==> config.mk <==
export PLATFORM = sky130hd
export DESIGN_NAME = autoneg_partner_page_regs
export DESIGN_NICKNAME = d
export VERILOG_FILES = /design/src/verilog/autoneg_page_pkg.sv /design/src/verilog/autoneg_partner_page_regs.sv
export SDC_FILE = /design/constraint.sdc
export NUM_CORES = 1
export LEC_CHECK = 0
export ABC_AREA = 0
export BUFFER_PORTS_ARGS = -buffer_cell sky130_fd_sc_hd__buf_2
export CORE_UTILIZATION = 30
export DETAILED_ROUTE_END_ITERATION = 8
export GPL_TIMING_DRIVEN = 0
export PLACE_DENSITY_LB_ADDON = 0.1
export SLEW_MARGIN = 30
export SYNTH_ARGS = -nofsm -noshare
export SYNTH_HDL_FRONTEND = slang
export SYNTH_SLANG_ARGS = --single-unit
==> constraint.sdc <==
create_clock -name core_clk -period 1.4 [get_ports core_clk]
set_clock_uncertainty 0.2 [all_clocks]
set_input_delay 0.21 -clock core_clk [delete_from_list [all_inputs] [get_ports core_clk]]
set_output_delay 0.21 -clock core_clk [all_outputs]
set_load 0.05 [all_outputs]
==> src/verilog/autoneg_page_pkg.sv <==
// Package: offsets, field layouts, reset values and carriers of the page registers
package autoneg_page_pkg;

  // Register indices; byte address is four times the index
  localparam logic [5:0]  IDX_PARTNER_BASE  = 6'h05;
  localparam logic [5:0]  IDX_EXPANSION     = 6'h06;
  localparam logic [5:0]  IDX_LOCAL_NEXT    = 6'h07;
  localparam logic [5:0]  IDX_PARTNER_NEXT  = 6'h08;

  // Shared page word layout
  localparam int          BIT_NEXT_PAGE     = 15;
  localparam int          BIT_ACK           = 14;
  localparam int          BIT_REMOTE_FAULT  = 13;
  localparam int          BIT_MSG_PAGE      = 13;
  localparam int          BIT_ACK2          = 12;
  localparam int          BIT_TOGGLE        = 11;
  localparam int          BIT_PAUSE_LO      = 10;
  localparam int          BIT_PAUSE_HI      = 11;
  localparam int          BIT_FOUR_PAIR     = 9;
  localparam int          BIT_TECH_LO       = 5;

  // Expansion layout
  localparam int          BIT_PAR_FAULT     = 4;
  localparam int          BIT_LP_NP_ABLE    = 3;
  localparam int          BIT_NP_ABLE       = 2;
  localparam int          BIT_PAGE_RCVD     = 1;
  localparam int          BIT_LP_AN_ABLE    = 0;

  // Implemented bits; everything else reads zero, except the local toggle (bit 11) left out of MASK_LOCAL_WR
  localparam logic [15:0] MASK_PARTNER_BASE = 16'hEFFF;
  localparam logic [15:0] MASK_LOCAL_WR     = 16'hB7FF;
  localparam logic [15:0] MASK_PARTNER_NEXT = 16'hFFFF;

  // Reset values
  localparam logic [15:0] RST_PARTNER_BASE  = 16'h0001;
  localparam logic [15:0] RST_LOCAL_NEXT    = 16'h2001;
  localparam logic [15:0] RST_PARTNER_NEXT  = 16'h0000;
  localparam logic        RST_NP_ABLE       = 1'b1;

  typedef enum logic [1:0] {
    PAUSE_NONE = 2'b00,
    PAUSE_SYM  = 2'b01,
    PAUSE_ASYM = 2'b10,
    PAUSE_BOTH = 2'b11
  } pause_mode_type;

  // Word received from the partner, with its strobe
  typedef struct packed {
    logic        valid;
    logic [15:0] word;
  } page_in_type;

  // Whole register state of the block
  typedef struct packed {
    logic [15:0]    partnerBase;
    logic [15:0]    localNext;
    logic [15:0]    partnerNext;
    logic           localToggle;
    logic           parFault;
    logic           pageRcvd;
    logic           lpAnAble;
    pause_mode_type pauseMode;
    logic [31:0]    rdData;
    logic           ack;
  } regs_type;

endpackage

==> src/verilog/autoneg_partner_page_regs.sv <==
// Auto-negotiation partner page and next-page register bank behind a Wishbone slave
//
// Contract
// Partner ability top bit reports partner next-page capability, read-only, reset zero.
// Partner acknowledge bit set once partner link code word received, clear until then.
// Partner remote-fault bit reflects received base page fault, read-only, reset zero.
// Pause field: 00 none, upper only asymmetric, lower only symmetric, both both.
// Technology bits, four-pair down to 10 Mb/s, report advertised abilities, reset zero.
// Five-bit selector field read-only, value 00001 is Ethernet, reset 00001.
// Parallel detection fault flag set on fault, latched until software reads it.
// Expansion bit shows partner next-page capability, read-only, reset zero.
// Expansion bit shows local next-page support, read-only, reset one.
// Page-received flag set on each new partner page, latched until read.
// Lowest expansion bit shows partner auto-negotiation ability, reset zero.
// Local next-page top bit writable, reset zero; one means more pages follow.
// Local message-page bit (reset one) and second acknowledge (reset zero) writable.
// Local toggle read-only, reset zero, reflects toggle of previous transmitted word.
// Local eleven-bit message field writable, 2048 messages, reset one.
// Partner next-page more-pages, message-page, message field read-only, reset zero.
// Partner next-page acknowledge shows partner received the link word.
// Partner second acknowledge shows partner can act on the message.
// Partner toggle reads inverse of previous transmitted word's toggle value.
// Latched flag read returns one, then clears unless condition recurs after read.
// Reserved bits read zero; writes to them have no effect.
`timescale 1ns/1ps

module autoneg_partner_page_regs
  import autoneg_page_pkg::*;
(
  input  wire logic        core_clk,
  input  wire logic        arst_n,
  input  wire logic        cyc_i,
  input  wire logic        stb_i,
  input  wire logic        we_i,
  input  wire logic [7:0]  adr_i,
  input  wire logic [3:0]  sel_i,
  input  wire logic [31:0] dat_i,
  output logic      [31:0] dat_o,
  output logic             ack_o,
  input  page_in_type      basePageIn,
  input  page_in_type      nextPageIn,
  input  wire logic        parallelFault,
  input  wire logic        partnerAnAble,
  input  wire logic        wordSent,
  input  wire logic        sentToggle,
  output logic      [15:0] localNextPage,
  output pause_mode_type   partnerPause
);

  regs_type state_ff;
  regs_type nxt_state;

  logic       access;
  logic       wrStrobe;
  logic       rdStrobe;
  logic [5:0] index;
  logic [15:0] wrMask;
  logic [15:0] expansion;

  assign index    = adr_i[7:2];
  // Answer one cycle after the request; ack drops the cycle after it was given
  assign access   = cyc_i && stb_i && !state_ff.ack;
  assign wrStrobe = access && we_i;
  assign rdStrobe = access && !we_i;
  assign wrMask   = {{8{sel_i[1]}}, {8{sel_i[0]}}};

  always_comb
  begin
    expansion                 = 16'h0000;
    expansion[BIT_PAR_FAULT]  = state_ff.parFault;
    expansion[BIT_LP_NP_ABLE] = state_ff.partnerBase[BIT_NEXT_PAGE];
    expansion[BIT_NP_ABLE]    = RST_NP_ABLE;
    expansion[BIT_PAGE_RCVD]  = state_ff.pageRcvd;
    expansion[BIT_LP_AN_ABLE] = state_ff.lpAnAble;
  end

  always_comb
  begin
    nxt_state     = state_ff;
    nxt_state.ack = access;
    nxt_state.lpAnAble = partnerAnAble;

    // Base page carries next page, ack, fault, pause, technologies, selector
    if (basePageIn.valid)
    begin
      nxt_state.partnerBase = basePageIn.word & MASK_PARTNER_BASE;
      nxt_state.pauseMode   = pause_mode_type'(basePageIn.word[BIT_PAUSE_HI:BIT_PAUSE_LO]);
    end

    // Partner toggle is stored as received; it alternates against our last one
    if (nextPageIn.valid)
    begin
      nxt_state.partnerNext = nextPageIn.word & MASK_PARTNER_NEXT;
    end

    if (wordSent)
    begin
      nxt_state.localToggle = sentToggle;
    end

    // Read returns the old value; clearing happens on the same edge
    if (rdStrobe && (index == IDX_EXPANSION))
    begin
      nxt_state.parFault = 1'b0;
      nxt_state.pageRcvd = 1'b0;
    end

    // Set after clear so an event in the read cycle is kept
    if (parallelFault)
    begin
      nxt_state.parFault = 1'b1;
    end
    if (basePageIn.valid || nextPageIn.valid)
    begin
      nxt_state.pageRcvd = 1'b1;
    end

    // Only local next page is writable; lanes follow sel_i
    if (wrStrobe && (index == IDX_LOCAL_NEXT))
    begin
      nxt_state.localNext = (state_ff.localNext & ~(wrMask & MASK_LOCAL_WR))
                          | (dat_i[15:0] & wrMask & MASK_LOCAL_WR);
    end

    nxt_state.rdData = 32'h0000_0000;
    if (rdStrobe)
    begin
      unique case (index)
        IDX_PARTNER_BASE:
          nxt_state.rdData = {16'h0000, state_ff.partnerBase};
        IDX_EXPANSION:
          nxt_state.rdData = {16'h0000, expansion};
        IDX_LOCAL_NEXT:
          nxt_state.rdData = {16'h0000, state_ff.localNext[15:12],
                              state_ff.localToggle, state_ff.localNext[10:0]};
        IDX_PARTNER_NEXT:
          nxt_state.rdData = {16'h0000, state_ff.partnerNext};
        default:
          nxt_state.rdData = 32'h0000_0000;
      endcase
    end
  end

  always_ff @(posedge core_clk or negedge arst_n)
  begin
    if (!arst_n)
    begin
      state_ff.partnerBase <= RST_PARTNER_BASE;
      state_ff.localNext   <= RST_LOCAL_NEXT;
      state_ff.partnerNext <= RST_PARTNER_NEXT;
      state_ff.localToggle <= 1'b0;
      state_ff.parFault    <= 1'b0;
      state_ff.pageRcvd    <= 1'b0;
      state_ff.lpAnAble    <= 1'b0;
      state_ff.pauseMode   <= PAUSE_NONE;
      state_ff.rdData      <= 32'h0000_0000;
      state_ff.ack         <= 1'b0;
    end
    else
    begin
      state_ff <= nxt_state;
    end
  end

  assign dat_o         = state_ff.rdData;
  assign ack_o         = state_ff.ack;
  assign localNextPage = {state_ff.localNext[15:12], state_ff.localToggle,
                          state_ff.localNext[10:0]};
  assign partnerPause  = state_ff.pauseMode;

endmodule
; ---- After elaboration in Yosys (flattened, before gate mapping)
; Index checks and enable logic that the tools add are counted.
[word_totals]
register_bits = 86
in_bits = 87
wordCells = 34
[op_classes]
eq_ne = 4
mux = 5
bitwise = 4
reduce_logical = 11
[op_table]
columns = op, n
row1 = $pmux 16 s4, 1
row2 = $and 16x16->16, 2
row3 = $eq 6x3->1 const B, 3
row4 = $mux 16, 1
row5 = $not 16->16, 1
row6 = $or 16x16->16, 1
row7 = $eq 6x4->1 const B, 1
row8 = $logic_and 1x1->1, 6
row9 = $reduce_bool 2->1, 2
row10 = $logic_not 1->1, 2
row11 = $mux 1, 2
row12 = $mux 2, 1
row13 = $logic_or 1x1->1, 1

; ---- Depth between registers and ports, before layout
; Gate-level depths: netlist of the first run.
[logic_depth]
ltp_word = 6
depth_mapped = 5
mapped_depth_nobuf = 4

; ---- Worst setup path after synthesis of the first run
; OpenSTA, ideal clock, no wires.
[synth_path]
path_type = reg2reg
startpoint = register state_ff, in the netlist ack_o
endpoint = register (tool-made name)
arrival_time_ns = 1.530
path_slack_ns = -0.454
path_stages_with_launch = 5
path_buffers = 0
synth_period_minus_slack_ns = 1.854
path_cell_list = dfrtp_1 -> nand3b_1 -> and4bb_2 -> nand2_4 -> mux2_2
[synth_lines]
columns = item, line
row1 = start: declaration, autoneg_partner_page_regs.sv:50  ; regs_type state_ff;
row2 = start signal: assignment, autoneg_partner_page_regs.sv:161  ; state_ff <= nxt_state;

==> results.md, run 1 <==
- Status: complete, but fails checks
- Violated checks: negative setup slack
- # setup viols final: 39
- P_int: 3.18 mW
- Core Rows: 37
- Die X: 104 um
- Post-synthesis cell area: 3140 sq um
- Wire per inst: 13.7 um
- Die height: 104 um
- Fmax: 594 MHz
- Unrepaired setup endpoints after global routing: yes
- Avg Inst Size Synth: 12.9 sq um
- Post-DRT Antenna Nets: 0
- Synth cell types: 31
- Register area share after synthesis: 0.526
- Routability congestion estimate: 0.768
- Slew Viols, Final: 0
- Clock insertion delay at the later pin of the skew report: 0.33 ns
- CTS Sinks: 66
- Final min period: 1.68 ns
- DIE AREA: 10,900 sq um
- FF-to-FF Start: ack_o$_DFF_PN0_
- CTS H-Tree Depth: 3
- Pleak: 2.34 nW
- #FFs+latches synth: 66
- Drt initial violations: 60
- CP max FO: 6
- Buf+Inv Stages, Crit Path: 0
- Slew @ Worst Pin: 0.621 ns
- Sw Share: 0.264
- Clock network fraction of total power: 0.332
- Commonest non-fill, non-tap cell in the layout: buf_2
- Drt total wl: 7.53 mm
- Vias in the first global route: 2,491
- Tcrit/Tclk final: 1.20
- Comb pwr share: 0.187
- Syn Inst Count: 243
- Sequential power share: 0.481
- Crit path from: ack_o$_DFF_PN0_
- Layout net count: 497
- Starting Density: 0.307
- R2R depth: 4
- CP endpoint kind: flip-flop
- Worst Path Required: 1.42 ns
- Setup CP Type: reg2reg
- CP Launch Type: flip-flop
- I/O Pins: 138
- Core ar.: 10,200 sq um
- Slowest-stage cell, CP: dfrtp_2
- P_sw: 1.14 mW
- Crit path cell chain: nand3b_1, and4bb_4, nand2_4, mux2_2
- Utilization after layout: 0.490
- Area Overhead vs Synth: 59.4%
- Register-to-register setup slack: -0.28 ns
- Root Driver: clkbuf_8
- Layout cells sized above 1: 0.598
- # diodes: 0
- Total Routing Usage GR: 0.147
- Largest net degree at the start of global routing: 44
- WP data arrival: 1.70 ns
- Dpl ws: -0.475 ns
- Max Root-Sink Buffers: 2
- Fin. Hold Viols: 0
- Initial antenna violation count: 0
- Max VDD drop: 0.586 mV
- First-pass GRT wire length: 12.4 mm
- Most frequent cells in the layout: 63 x buf_2, 62 x dfrtp_1, 55 x mux2_2
- Crit-path leading delay family: simple AND/OR/NAND/NOR gates
- CP Depth: 4
- Total negative slack: -6.83 ns
- Relative slew slack: 0.586
- Routed vias/inst: 4.15
- DP Wirelength: 5.28 mm
- Reg clk slew, reported paths: 0.07 ns
- CTS tree: built
- Setup ws final: -0.283 ns
- PortBufs: 95
- CTS buffer count: 9
- Worst hold path type: in2reg
- Max cap viols: 0
- Yosys warns: 0
- Slowest stage delay, CP: 0.40 ns
- Gr ovfl total: 0
- Vias: 2,287
- Power density over the cells: 861 nW/um^2
- Residual DRC: 0
- First-pass detailed-route iteration total: 4
[final cells by class]
type / instances / area [sq um]
flip-flops and latches: 66 / 1660
repair buffers: 166 / 1510
plain buffers: 34 / 269
fillers: 957 / 5220
inverters: 2 / 10.0
multi-input cells: 131 / 1220
well taps: 136 / 170
clock inverters: 2 / 12.5
clock buffers: 14 / 163
[what timing repair did]
item / in CTS / in global routing
gates resized for setup: 99 / 42
hold endpoints to repair: 112 / 0
cloned: 0 / 1
setup buffers: 15 / 5
hold buffers: 50 / 0
setup endpoints to repair: 65 / 53
pin swaps: 8 / 18
[worst min path at each step]
stage / from / to / slack, ns / cells after the start
finish: we_i / expansion[1]$_DFFE_PN0P_ / 0.08 / 4
global route: we_i / expansion[1]$_DFFE_PN0P_ / 0.07 / 4
CTS: we_i / expansion[1]$_DFFE_PN0P_ / 0.04 / 4
detailed placement: arst_n / dat_o[11]$_DFF_PN0_ / -0.06 / 1
global placement: partnerAnAble / expansion[0]$_DFF_PN0_ / 0.12 / 1
floorplan: arst_n / async pin / -0.29 / 0
[layer usage]
layer  vias to the layer above  global-route usage  part of all wire
met1                      1089               0.198              0.47
met4                         0              0.0612             0.017
met2                        71               0.230              0.47
met3                        11              0.0307             0.043
li1                       1116                   -                 -
met5                         -                   0                 0
[cell usage after synthesis]
library cell	instances	share of area
buf_4	50	0.12
mux2_2	59	0.21
nand3b_1	2	0.0048
clkbuf_1	6	0.0072
nand2_1	1	0.0012
nor3_1	2	0.0032
nor4b_4	1	0.0076
and2_1	2	0.0040
a211o_1	1	0.0028
inv_1	2	0.0024
nor2b_1	1	0.0020
nor2_1	16	0.019
and2_0	1	0.0020
a22oi_1	11	0.026
dfrtp_1	63	0.50
nand2b_1	1	0.0020
nor2_2	1	0.0020
o21ai_0	2	0.0032
or4b_4	1	0.0044
nand2_4	2	0.0072
buf_6	1	0.0036
a222oi_1	4	0.013
conb_1	1	0.0012
and3_1	1	0.0020
dfstp_2	3	0.025
and4bb_2	1	0.0040
nor3_4	1	0.0052
nand3_2	1	0.0032
a21o_1	1	0.0024
buf_2	3	0.0048
a32oi_1	1	0.0028
[stage by stage]
step	cells	hold slack, ns	power [mW]	area (sq um)
6_report	551	0.0777	4.32	5010
5_1_grt	551	0.0694	4.52	5010
4_1_cts	559	0.0406	4.36	4930
3_5_place_dp	491	-0.0562	2.74	3890
3_3_place_gp	490	0.123	2.72	3860
2_1_floorplan	259	-0.286	2.52	3220
[cells by family after synthesis]
group,synth area share
AOI/OAI and AO/OA,0.0501
buffers and inverters,0.137
DFF,0.526
muxes,0.211
other,0.00119
and+or+nand+nor,0.0736
[tightest hold or removal path, cell delays in order]
cell and delay, ns:
buf_2 0.12, nor3_2 0.05, nand2_1 0.08, a211o_1 0.12
[power by group through the flow]
stage | clock network [mW] | logic, mW | registers, mW
after floorplan | 0 | 0.423 | 2.10
after global placement | 0 | 0.618 | 2.10
after detailed placement | 0 | 0.633 | 2.11
after CTS | 1.48 | 0.805 | 2.08
after global routing | 1.56 | 0.870 | 2.09
final | 1.43 | 0.809 | 2.08
Power figures use the tool's default switching activity.
==> run 2, diff against run 1 <==
--- a/config.mk
+++ b/config.mk
@@ -8,6 +8,7 @@
 export ABC_AREA = 0
 export BUFFER_PORTS_ARGS = -buffer_cell sky130_fd_sc_hd__buf_2
 export CORE_UTILIZATION = 30
+export CTS_BUF_LIST = sky130_fd_sc_hd__clkbuf_4 sky130_fd_sc_hd__clkbuf_8 sky130_fd_sc_hd__clkbuf_16
 export DETAILED_ROUTE_END_ITERATION = 8
 export GPL_TIMING_DRIVEN = 0
 export PLACE_DENSITY_LB_ADDON = 0.1
==> run 2 against run 1 <==
  * The run still ends with negative setup slack left
  * Flip-flop and latch count unchanged
  * Non-clock buffer count unchanged
  * Sequential share of layout area decreased by 0.074 points
==> results.md, run 2 (same netlist as run 1, synthesis figures left out) <==
- DP Wirelength: 5.28 mm
- CTS Sinks: 66
- Layout net count: 497
- Slowest stage delay, CP: 0.40 ns
- Drt initial violations: 51
- Vias in the first global route: 2,488
- Wire per inst: 13.7 um
- Die height: 104 um
- Drt total wl: 7.55 mm
- Clock insertion delay at the later pin of the skew report: 0.34 ns
- Worst hold path type: in2reg
- I/O Pins: 138
- Slew Viols, Final: 0
- Filler Cells Inserted: 955
- WP data arrival: 1.70 ns
- Commonest non-fill, non-tap cell in the layout: buf_2
- Routability congestion estimate: 0.768
- Pleak: 2.35 nW
- Residual DRC: 0
- Dpl ws: -0.475 ns
- Final min period: 1.68 ns
- # setup viols final: 39
- Routed vias/inst: 4.15
- Setup ws final: -0.281 ns
- Power density over the cells: 872 nW/um^2
- Die X: 104 um
- Unrepaired setup endpoints after global routing: yes
- Total negative slack: -6.74 ns
- Status: complete, but fails checks
- CTS buffer count: 9
- Gr ovfl total: 0
- Root Driver: clkbuf_8
- First-pass GRT wire length: 12.4 mm
- Slew @ Worst Pin: 0.613 ns
- Max VDD drop: 0.589 mV
- Total Routing Usage GR: 0.147
- Reg clk slew, reported paths: 0.07 ns
- Max Root-Sink Buffers: 2
- CP max FO: 6
- Fin. Hold Viols: 0
- Final Non-Filler Cells: 551
- Core ar.: 10,200 sq um
- DIE AREA: 10,900 sq um
- Worst Path Required: 1.42 ns
- Core Rows: 37
- Relative slew slack: 0.592
- Worst hold slack: 0.0774 ns
- DP Area: 3890 sq um
- CP Launch Type: flip-flop
- Largest net degree at the start of global routing: 44
- Post-DRT Antenna Nets: 0
- Placed cell count: 491
- Starting Density: 0.307
- # diodes: 0
- Max cap viols: 0
- PortBufs: 95
- CTS H-Tree Depth: 3
- Area Overhead vs Synth: 59.7%
- CTS tree: built
- Slowest-stage cell, CP: dfrtp_2
- Register area: 1660 sq um
- Most frequent cells in the layout: 63 x buf_2, 62 x dfrtp_1, 55 x mux2_2
- Fmax: 595 MHz
- Non-Filler Cell Area, Final: 5020 sq um
- Overall power: 4.38 mW
- Vias: 2,285
- Crit path cell chain: nand3b_1, and4bb_4, nand2_4, mux2_2
- Violated checks: negative setup slack
- Utilization after layout: 0.491
- Initial antenna violation count: 0
- Area of the multi-input gates: 1220 sq um
- Tcrit/Tclk final: 1.20
- Setup CP Type: reg2reg
- Layout cells sized above 1: 0.605
- CP endpoint kind: flip-flop
- First-pass detailed-route iteration total: 4
## run 2: cell counts in the layout (fill, tap and decap cells not counted)
Identical to the previous run, type by type.
## run 2: per-layer routing
metal / global-route usage / wire, um / vias up
met5: 0 / 0 / -
met4: 0.0612 / 132 / 0
met3: 0.0307 / 316 / 11
met2: 0.230 / 3560 / 69
met1: 0.198 / 3540 / 1090
li1: - / - / 1115
## run 2: critical path, delay by kind of cell, from the launching register on
family,cells,cell delay [ns]
multiplexers,1,0.29
flip-flops,1,0.40
AND/OR/NAND/NOR,3,0.68
## run 2: cell type report
| cell class | count | share of cell area |
|---|---|---|
| sequential | 66 | 0.330 |
| clock inverter | 2 | 0.00249 |
| buffer | 34 | 0.0536 |
| clock buffer | 14 | 0.0346 |
| inverter | 2 | 0.00199 |
| tap | 136 | 0.0339 |
| multi-input combinational | 131 | 0.244 |
| timing repair buffer | 166 | 0.300 |
## run 2: final timing paths
kind / start / to / slack, ns / depth (start not counted)
hold / removal: we_i / expansion[1]$_DFFE_PN0P_ / 0.08 / 4
setup / recovery: ack_o$_DFF_PN0_ / flip-flop / -0.28 / 4
hold reg to reg: expansion[4]$_DFFE_PN0P_ / expansion[4]$_DFFE_PN0P_ / 0.29 / 1
min in group asynchronous: arst_n / dat_o[11]$_DFF_PN0_ / 0.11 / 2
setup reg to reg: ack_o$_DFF_PN0_ / flip-flop / -0.28 / 4
max in group asynchronous: arst_n / async pin / 0.31 / 3
## run 2: timing repair
action                                  CTS  global route
gates cloned                              0             1
buffers inserted                         15             5
pin swaps                                 8            18
gates resized for setup                  99            42
hold endpoints to repair                112             0
hold buffers                             50             0
endpoints found under the setup margin   65            53
## run 2: power breakdown
group	leakage (nW)	total (mW)	switching [mW]	internal, mW
Combinational	1.43	0.808	0.388	0.421
Clock	0.0969	1.49	0.695	0.798
Sequential	0.825	2.08	0.0607	2.02
==> run 3, diff against run 2 <==
--- a/config.mk
+++ b/config.mk
@@ -12,6 +12,7 @@
 export DETAILED_ROUTE_END_ITERATION = 8
 export GPL_TIMING_DRIVEN = 0
 export PLACE_DENSITY_LB_ADDON = 0.1
+export SKIP_CTS_REPAIR_TIMING = 1
 export SLEW_MARGIN = 30
 export SYNTH_ARGS = -nofsm -noshare
 export SYNTH_HDL_FRONTEND = slang
==> run 3 against run 2 <==
  * The run still ends with negative setup slack left
  * Fmax fell by 5.1%
  * Utilization up 1.2 points
  * Critical path depth unchanged
  * Worst setup slack got worse by 0.090 ns
  * Wire length up 2.3%
  * Clock power about the same
  * Combinational power grew 0.6%
==> results.md, run 3 (same netlist as run 1, synthesis figures left out) <==
- CTS H-Tree Depth: 3
- Most frequent cells in the layout: 62 x dfrtp_1, 61 x buf_2, 56 x mux2_2
- Max cap viols: 0
- CTS Sinks: 66
- Drt total wl: 7.72 mm
- Unrepaired setup endpoints after global routing: yes
- Total negative slack: -7.58 ns
- Setup CP Type: reg2reg
- Largest net degree at the start of global routing: 44
- Routed vias/inst: 4.10
- Commonest non-fill, non-tap cell in the layout: dfrtp_1
- First-pass GRT wire length: 11.2 mm
- # setup viols final: 45
- Buf+Inv Stages, Crit Path: 0
- Crit path from: ack_o$_DFF_PN0_
- Gr ovfl total: 0
- CTS tree: built
- Worst Path Required: 1.42 ns
- CP endpoint kind: flip-flop
- Pleak: 2.40 nW
- First-pass detailed-route iteration total: 4
- Setup ws final: -0.371 ns
- PortBufs: 95
- I/O Pins: 138
- Post-DRT Antenna Nets: 0
- Wire per inst: 13.9 um
- Drt initial violations: 59
- Vias in the first global route: 2,125
- Crit-path leading delay family: simple AND/OR/NAND/NOR gates
- Area of the multi-input gates: 1250 sq um
- Total Routing Usage GR: 0.137
- DP Area: 3890 sq um
- Register-to-register setup slack: -0.37 ns
- Final min period: 1.77 ns
- Overall power: 4.39 mW
- FF-to-FF Start: ack_o$_DFF_PN0_
- Status: complete, but fails checks
- Vias: 2,282
- Core ar.: 10,200 sq um
- Max VDD drop: 0.508 mV
- WP data arrival: 1.79 ns
- Relative slew slack: 0.565
- Die X: 104 um
- Tcrit/Tclk final: 1.26
- Starting Density: 0.307
- Area Overhead vs Synth: 63.7%
- Routability congestion estimate: 0.768
- Clock insertion delay at the later pin of the skew report: 0.34 ns
- Worst hold path type: in2reg
- Power density over the cells: 852 nW/um^2
- Slew @ Worst Pin: 0.652 ns
- Slowest-stage cell, CP: dfrtp_2
- Die height: 104 um
- Filler Cells Inserted: 936
- DIE AREA: 10,900 sq um
- Crit path cell chain: nand3b_1, and4bb_4, nand2_4, mux2_2
- CTS buffer count: 9
- Layout cells sized above 1: 0.622
- Non-Filler Cell Area, Final: 5150 sq um
- CP Launch Type: flip-flop
- Layout net count: 503
- Max Root-Sink Buffers: 2
- Violated checks: negative setup slack
- Root Driver: clkbuf_8
- DP Wirelength: 5.28 mm
- Initial antenna violation count: 0
- # diodes: 0
- Slew Viols, Final: 0
- Register area: 1660 sq um
- Core Rows: 37
- Utilization after layout: 0.503
- Hold_sp: we_i
- CP max FO: 8
- Fin. Hold Viols: 0
- Reg clk slew, reported paths: 0.07 ns
- Slowest stage delay, CP: 0.40 ns
- Fmax: 565 MHz
- Residual DRC: 0
-- run 3: changes by cell type in the layout (fill, tap and decap cells not counted), sizes merged --
| cell | delta |
|---|---|
| buf | +6 |
-- run 3: final timing paths --
kind / endpoint / cells past startpoint
max: flip-flop / 4
min: expansion[1]$_DFFE_PN0P_ / 4
min reg2reg: expansion[4]$_DFFE_PN0P_ / 1
max in group asynchronous: async pin / 3
min in group asynchronous: dat_o[11]$_DFF_PN0_ / 2
max reg2reg: flip-flop / 4
-- run 3: worst min-delay path, stage by stage --
cell,delay [ns]
buf_2,0.12
nor3_2,0.05
nand2_1,0.07
a211o_1,0.12
-- run 3: per-stage QoR --
| stage | worst slack (ns) | hold WS (ns) | std cells |
|---|---|---|---|
| 3_5_place_dp | -0.475 | -0.0562 | 491 |
| 4_1_cts | -0.432 | -0.431 | 507 |
| 3_3_place_gp | -0.564 | 0.123 | 490 |
| 5_1_grt | -0.421 | 0.0687 | 557 |
| 2_1_floorplan | -0.357 | -0.286 | 259 |
| 6_report | -0.371 | 0.0710 | 557 |
-- run 3: report_power, final --
group / leakage [nW] / switching (mW) / total (mW) / internal, mW
Sequential: 0.825 / 0.0661 / 2.08 / 2.02
Clock: 0.0969 / 0.694 / 1.49 / 0.798
Combinational: 1.48 / 0.391 / 0.813 / 0.422
Total: 2.40 / 1.15 / 4.39 / 3.24
-- run 3: cell type report --
type / count / area share
Sequential cell: 66 / 0.322
Timing Repair Buffer: 164 / 0.294
Multi-Input combinational cell: 131 / 0.243
Buffer: 42 / 0.0698
Clock buffer: 14 / 0.0338
Tap cell: 136 / 0.0331
Clock inverter: 2 / 0.00243
Inverter: 2 / 0.00195
-- run 3: metal layers --
metal / global-route usage / share of wire / vias to the layer above
met5: 0 / 0 / -
met1: 0.187 / 0.46 / 1070
met2: 0.201 / 0.48 / 77
met3: 0.0370 / 0.046 / 10
li1: - / - / 1125
met4: 0.0612 / 0.016 / 0
